### src/shared/reset_seq_pkg.sv
// constants and types shared by the cold/warm reset sequencer
// Operation
// - While reset input is low, straps are sampled every cycle into the configuration.
// - Bus activity begins a few cycles after reset output release, never before.
// - In ISA mode, PCI cycles appear before any ISA cycles.
// - In local bus mode, no PCI access; flash chip select shows boot activity.
// - Warm reset behaves exactly like cold reset for straps and bus order.
// - While reset input is low, the PCI clock PLL runs open loop, hundreds of kHz.
package reset_seq_pkg;
	localparam int CLK_KHZ = 25000;
	localparam int STRAP_W = 8;
	// strap bit that selects ISA mode (1) or local bus mode (0)
	localparam int STRAP_ISA_BIT = 0;
	localparam int CNT_W = 8;
	localparam int RELEASE_HOLD_NS = 1000;
	localparam int RELEASE_HOLD_CYC = (RELEASE_HOLD_NS * CLK_KHZ + 999999) / 1000000;
	localparam int BUS_START_CYC = 4;
	localparam int PCI_LEAD_CYC = 8;
	localparam int OPEN_LOOP_KHZ = 300;
	localparam int OPEN_HALF_CYC = CLK_KHZ / (2 * OPEN_LOOP_KHZ);
	localparam int LOCK_NS = 2000;
	localparam int LOCK_CYC = (LOCK_NS * CLK_KHZ + 999999) / 1000000;
	localparam logic [STRAP_W-1:0] STRAP_RESET = 8'h00;

	typedef enum logic [2:0] {
		ST_HOLD,
		ST_SETTLE,
		ST_RELEASE,
		ST_PCI,
		ST_RUN
	} seq_state_type;
endpackage

### src/shared/pll_link_if.sv
// control and status between the sequencer and the PCI clock PLL
`timescale 1ns/1ps
interface pll_link_if;
	logic open_loop;
	logic clk_out;
	logic settled;
	modport ctrl (output open_loop, input clk_out, input settled);
	modport pll (input open_loop, output clk_out, output settled);
endinterface

### src/hdl/pci_clock_pll.sv
// behavioural stand-in for the PCI clock PLL: open-loop slow clock or locked clock
`timescale 1ns/1ps
module pci_clock_pll (
	// clock and reset
	input wire logic ref_clk,
	input wire logic rst_n,
	// sequencer side
	pll_link_if.pll link
);
	localparam int CW = reset_seq_pkg::CNT_W;

	typedef struct packed {
		logic [CW-1:0] div;
		logic [CW-1:0] lock;
		logic clk;
		logic settled;
	} pll_state_type;

	pll_state_type s;
	pll_state_type next_s;

	always_comb begin
		next_s = s;
		if (link.open_loop) begin
			// open loop: slow free-running clock, never reported as settled
			next_s.settled = 1'b0;
			next_s.lock = '0;
			if (s.div == CW'(reset_seq_pkg::OPEN_HALF_CYC - 1)) begin
				next_s.div = '0;
				next_s.clk = ~s.clk;
			end else begin
				next_s.div = s.div + 1'b1;
			end
		end else begin
			next_s.div = '0;
			next_s.clk = ~s.clk;
			if (s.lock == CW'(reset_seq_pkg::LOCK_CYC - 1)) begin
				next_s.settled = 1'b1;
			end else begin
				next_s.lock = s.lock + 1'b1;
			end
		end
	end

	always_ff @(posedge ref_clk or negedge rst_n) begin
		if (!rst_n) begin
			s <= '0;
		end else begin
			s <= next_s;
		end
	end

	assign link.clk_out = s.clk;
	assign link.settled = s.settled;
endmodule

### src/hdl/cold_warm_reset_sequencer.sv
// cold/warm reset sequencer: strap capture, reset output release, boot bus order
`timescale 1ns/1ps
module cold_warm_reset_sequencer #(
	parameter int STRAP_W = reset_seq_pkg::STRAP_W
) (
	// clock and reset
	input wire logic ref_clk,
	input wire logic resetn,
	// system reset and straps
	input wire logic sys_reset_in_n,
	input wire logic [STRAP_W-1:0] strap_in,
	// reset output and configuration
	output logic sys_reset_out_n,
	output logic [STRAP_W-1:0] strap_cfg,
	// bus activity enables
	output logic pci_active,
	output logic isa_active,
	output logic flash_cs_n,
	// PCI clock PLL observation
	output logic pll_open_loop,
	output logic pci_clk
);
	localparam int CW = reset_seq_pkg::CNT_W;
	localparam int ISA = reset_seq_pkg::STRAP_ISA_BIT;

	typedef struct packed {
		reset_seq_pkg::seq_state_type state;
		logic [CW-1:0] cnt;
		logic [STRAP_W-1:0] cfg;
		logic out_n;
		logic pci;
		logic isa;
		logic flash_n;
		logic open_loop;
		logic pclk;
	} seq_type;

	logic [1:0] rst_sync;
	logic rst_n;
	seq_type s;
	seq_type next_s;
	pll_link_if link ();

	// release of the local reset is synchronised; assertion stays asynchronous
	always_ff @(posedge ref_clk or negedge resetn) begin
		if (!resetn) begin
			rst_sync <= 2'b00;
		end else begin
			rst_sync <= {rst_sync[0], 1'b1};
		end
	end
	assign rst_n = rst_sync[1];

	pci_clock_pll u_pll (
		.ref_clk(ref_clk),
		.rst_n(rst_n),
		.link(link)
	);
	assign link.open_loop = s.open_loop;

	always_comb begin
		next_s = s;
		next_s.pclk = link.clk_out;
		if (!sys_reset_in_n) begin
			// same path for power-on and warm reset: nothing depends on history
			next_s.state = reset_seq_pkg::ST_HOLD;
			next_s.cnt = '0;
			next_s.cfg = strap_in;
			next_s.out_n = 1'b0;
			next_s.pci = 1'b0;
			next_s.isa = 1'b0;
			next_s.flash_n = 1'b1;
			next_s.open_loop = 1'b1;
		end else begin
			unique case (s.state)
				reset_seq_pkg::ST_HOLD: begin
					// straps frozen from here on; outside party keeps them still
					next_s.state = reset_seq_pkg::ST_SETTLE;
					next_s.open_loop = 1'b0;
					next_s.cnt = '0;
				end
				reset_seq_pkg::ST_SETTLE: begin
					if (s.cnt != CW'(reset_seq_pkg::RELEASE_HOLD_CYC - 1)) begin
						next_s.cnt = s.cnt + 1'b1;
					end else if (link.settled) begin
						// release only after hold time and PLL lock
						next_s.state = reset_seq_pkg::ST_RELEASE;
						next_s.out_n = 1'b1;
						next_s.cnt = '0;
					end
				end
				reset_seq_pkg::ST_RELEASE: begin
					if (s.cnt == CW'(reset_seq_pkg::BUS_START_CYC - 1)) begin
						// bus activity starts a fixed few cycles after release
						next_s.cnt = '0;
						if (s.cfg[ISA]) begin
							next_s.state = reset_seq_pkg::ST_PCI;
							next_s.pci = 1'b1;
						end else begin
							next_s.state = reset_seq_pkg::ST_RUN;
							next_s.flash_n = 1'b0;
						end
					end else begin
						next_s.cnt = s.cnt + 1'b1;
					end
				end
				reset_seq_pkg::ST_PCI: begin
					// south bridge is reached over PCI, so ISA waits
					if (s.cnt == CW'(reset_seq_pkg::PCI_LEAD_CYC - 1)) begin
						next_s.state = reset_seq_pkg::ST_RUN;
						next_s.isa = 1'b1;
						next_s.cnt = '0;
					end else begin
						next_s.cnt = s.cnt + 1'b1;
					end
				end
				reset_seq_pkg::ST_RUN: begin
					next_s.state = reset_seq_pkg::ST_RUN;
				end
			endcase
		end
	end

	always_ff @(posedge ref_clk or negedge rst_n) begin
		if (!rst_n) begin
			s.state <= reset_seq_pkg::ST_HOLD;
			s.cnt <= '0;
			s.cfg <= STRAP_W'(reset_seq_pkg::STRAP_RESET);
			s.out_n <= 1'b0;
			s.pci <= 1'b0;
			s.isa <= 1'b0;
			s.flash_n <= 1'b1;
			s.open_loop <= 1'b1;
			s.pclk <= 1'b0;
		end else begin
			s <= next_s;
		end
	end

	assign sys_reset_out_n = s.out_n;
	assign strap_cfg = s.cfg;
	assign pci_active = s.pci;
	assign isa_active = s.isa;
	assign flash_cs_n = s.flash_n;
	assign pll_open_loop = s.open_loop;
	assign pci_clk = s.pclk;
endmodule

### config.mk
export PLATFORM = sky130hd
export DESIGN_NAME = cold_warm_reset_sequencer
export DESIGN_NICKNAME = d
export VERILOG_FILES = /design/src/shared/reset_seq_pkg.sv /design/src/shared/pll_link_if.sv /design/src/hdl/pci_clock_pll.sv /design/src/hdl/cold_warm_reset_sequencer.sv
export SDC_FILE = /design/constraint.sdc
export NUM_CORES = 1
export LEC_CHECK = 0
export ABC_AREA = 1
export BUFFER_PORTS_ARGS = -buffer_cell sky130_fd_sc_hd__clkbuf_2
export CORE_MARGIN = 1.5
export CORE_UTILIZATION = 40
export DETAILED_ROUTE_END_ITERATION = 7
export SYNTH_ARGS = -nofsm -noshare
export SYNTH_HDL_FRONTEND = slang
export SYNTH_HIERARCHICAL = 1
export SYNTH_SLANG_ARGS = --single-unit
export TNS_END_PERCENT = 1
### constraint.sdc
create_clock -name ref_clk -period 1.7 [get_ports ref_clk]
set_input_delay 0.34 -clock ref_clk [delete_from_list [all_inputs] [get_ports ref_clk]]
set_output_delay 0.34 -clock ref_clk [all_outputs]
set_load 0.1 [all_outputs]
==> flow_summary_export.csv <==
group,metric,value,unit
run_status,outcome,"finished clean",
clock_network,clockRootBuffer,"clkbuf_8",
critical_path,crit_chain,"clkbuf_2",
critical_path,rrSetupSlack,0.21,ns
yosys,synth-edff-count,0,
drt,via_per_inst,4.74,
global_routing,antenna_found_initial,0,
final_layout,area.sequential,1130,µm²
place,dpl_worst_slack,0.154,ns
final_layout,fin_cells,433,
critical_path,worstSetupPathType,"reg -> out",
pwr,p_seq_share,44.7,%
final_layout,n_antenna_cell,0,
critical_path,regToRegEndpoint,"s[17]$_DFFE_PN0P_",
yosys,yosysTopAreaCellShare,43.0,%
critical_path,crit_buf_inv,1,
critical_path,cpPeakStageDelay,0.48,ns
pwr,power.switching,1.25,mW
final_layout,multi_input_area,1150,µm²
drt,drcViolationCount,0,
pwr,p_sw_share,40.3,%
critical_path,critPathSlowestCell,"clkbuf_2",
critical_path,crit_family,"buffers and inverters",
pwr,leakagePower,1.44,nW
yosys,avgSynthCellArea,7.51,µm²
sta,fin_setup_tns,0,ns
global_routing,gr-total-overflow,0,
critical_path,crit_arrival,1.17,ns
drt,num_vias,2051,
yosys,synth_top_area_cell,"dfrtp_1",
yosys,netlist_area,2500,µm²
sta,worst_pin_slew,0.549,ns
pwr,p_int,1.85,mW
sta,slew_viol_final,0,
drt,ant_nets,0,
final_layout,nets,374,
floorplan,core_area,5990,µm²
yosys,ys.flop_type,"dfrtp_1",
place,io_buffers,24,
floorplan,start_util,41.7,%
yosys,syn_nets,350,
yosys,synth.yosys.warnings,6,
sta,finalWorstSetupSlack,0.190,ns
clock_network,ctsLongestPathBuffers,2,
final_layout,area_growth,12.2,%
clock_network,htreeDepth,2,
sta,post-route-period-util,88.8,%
drt,dr.pass1.iters,4,
clock_network,path_clk_slew,0.08,ns
yosys,syn_inst,333,
clock_network,clk_latency,0.29,ns
place,dp_cells,424,
pwr,combinationalPowerShare,33.2,%
critical_path,end_kind,"output pin",
clock_network,numCtsBuffers,5,
pwr,p_per_area,1110,nW/µm²
clock_network,cts_setup_buffers,0,
floorplan,rows,28,
sta,finalHoldViolCount,0,
sta,grt_setup_unrepaired,"false",
final_layout,drive_above_1_share,18.2,%
run,cap_viol_max_count,0,
yosys,synth.area.top_cells,"dfrtp_1 43%, nand2_1 17%, nand3_1 6.4%, nor2_1 6.2%, inv_1 4.1%",
floorplan,pin_count,25,
sta,finClkSkew,0.00278,ns
global_routing,grt_max_degree,33,
clock_network,cts_tree,"done",
place,hpwl,3720,µm
yosys,seq_area_frac_synth,45.1,%
drt,routed_wl,5010,µm
critical_path,path_max_fanout,4,
global_routing,grt_pass1_wl,9030,µm
floorplan,die_x,82.1,µm
yosys,synth_most_common_cell,"nand2_1",
pwr,clkPwrFrac,22.1,%
critical_path,r2r_cells,10,
yosys,synthArstFlopShare,100,%
sta,relSlewSlack,63.6,%
sta,max_clock_freq,662,MHz
sta,min_period,1.51,ns
floorplan,die-height,82.1,µm
critical_path,reg2reg_from,"s[14]$_DFFE_PN0P_",
drt,detail_route.wl_per_cell,11.6,µm
yosys,yosysUniqueCellTypes,30,
global_routing,track_usage,17.6,%
final_layout,nFillCells,595,
place,gp_congestion,0.845,
yosys,ys_ff_latch,45,
hold_path,hold_path.class,"reg -> async",
critical_path,critPathLaunchType,"flop",
sta,setup_viol,0,
drt,drtIter0Drc,83,
global_routing,grt_pass1_vias,2024,
floorplan,die-area,6730,µm²
yosys,synthTopCellsByCount,"114 x nand2_1, 43 x dfrtp_1, 41 x nor2_1",
clock_network,cts_sinks,45,
pwr,irDropWorstVdd,1.30,mV
critical_path,cp_data_required_time,1.36,ns
## layer usage
metal / part of all wire [%] / wire length (µm) / GRT usage [%] / vias to the layer above
met5: 0 / 0 / 0 / -
met4: 0.38 / 19 / 4.58 / 0
met3: 2.8 / 138 / 4.33 / 2
met2: 49 / 2450 / 30.9 / 22
met1: 48 / 2400 / 21.4 / 946
li1: - / - / - / 1081
## cell usage in the layout (no fill, tap or decap), drive strengths merged
cell,count
o21bai,1
inv,33
conb,1
dfstp,2
clkinv,1
clkbuf,29
ha,6
o211ai,3
dfrtp,43
clkinvlp,1
xnor2,2
nor2,47
xor2,6
dlygate4sd3,1
a21oi,2
a31oi,3
nand4,2
nand3,35
buf,8
o21ai,8
nand2,118
nor3,6
## area by class of cell
| type | count | area share [%] |
|---|---|---|
| multi-input combinational | 240 | 41.1 |
| clock inverter | 1 | 0.268 |
| clock buffer | 7 | 3.08 |
| inverter | 34 | 4.55 |
| timing repair buffer | 31 | 7.32 |
| sequential | 45 | 40.4 |
| tap | 75 | 3.35 |
## registers in the layout, indices dropped and copies added, names as in the netlist
signal              cells
flash_cs_n              1
isa_active              1
pci_active              1
pci_clk                 1
pll_open_loop           1
rst_sync                2
s                      11
strap_cfg               8
sys_reset_out_n         1
u_pll/link.clk_out      1
u_pll/link.settled      1
u_pll/s                16
## how the worst max path moves through the flow
stage                        startpoint                 to  slack, ns  cells past startpoint
3_3_place_gp          s[15]$_DFFE_PN0P_  s[22]$_DFFE_PN0P_       0.17                      8
3_5_place_dp          s[14]$_DFFE_PN0P_  s[22]$_DFFE_PN0P_       0.15                      8
4_1_cts               s[14]$_DFFE_PN0P_  s[22]$_DFFE_PN0P_       0.14                      8
5_1_grt               s[14]$_DFFE_PN0P_  s[14]$_DFFE_PN0P_       0.01                     10
2_1_floorplan         s[14]$_DFFE_PN0P_  s[22]$_DFFE_PN0P_       0.31                      8
6_report       strap_cfg[0]$_DFFE_PN0N_       strap_cfg[0]       0.19                      1
## through the flow
step	util, %	power (mW)	area, µm²	hold WS [ns]
floorplan	-	2.20	2500	0.0444
global placement	45.0	2.43	2700	0.129
detailed placement	45.0	2.45	2700	0.129
CTS	46.7	3.16	2800	0.175
global route	46.8	3.35	2800	0.192
finish	46.8	3.10	2800	0.165
## kinds of logic after synthesis
logic type               synth area share (%)
AND/OR/NAND/NOR                          35.9
buffers and inverters                    8.91
flip-flops                               45.1
AO/OA/AOI/OAI                            4.10
XOR/XNOR                                 2.80
adder cells (fa/ha/maj)                  3.00
other                                   0.150
## repair_timing
action | CTS | global route
resized for setup | 0 | 3
hold buffers | 1 | 0
endpoints found under the setup margin | 0 | 5
hold endpoints to repair | 2 | 0
## power by group through the flow
stage	combinational, mW	sequential (mW)	clock (mW)
4_1_cts	1.04	1.39	0.726
2_1_floorplan	0.663	1.54	0
5_1_grt	1.17	1.42	0.765
6_report	1.03	1.39	0.686
3_3_place_gp	1.02	1.41	0
3_5_place_dp	1.03	1.41	0
(Power assumes the default switching activity.)
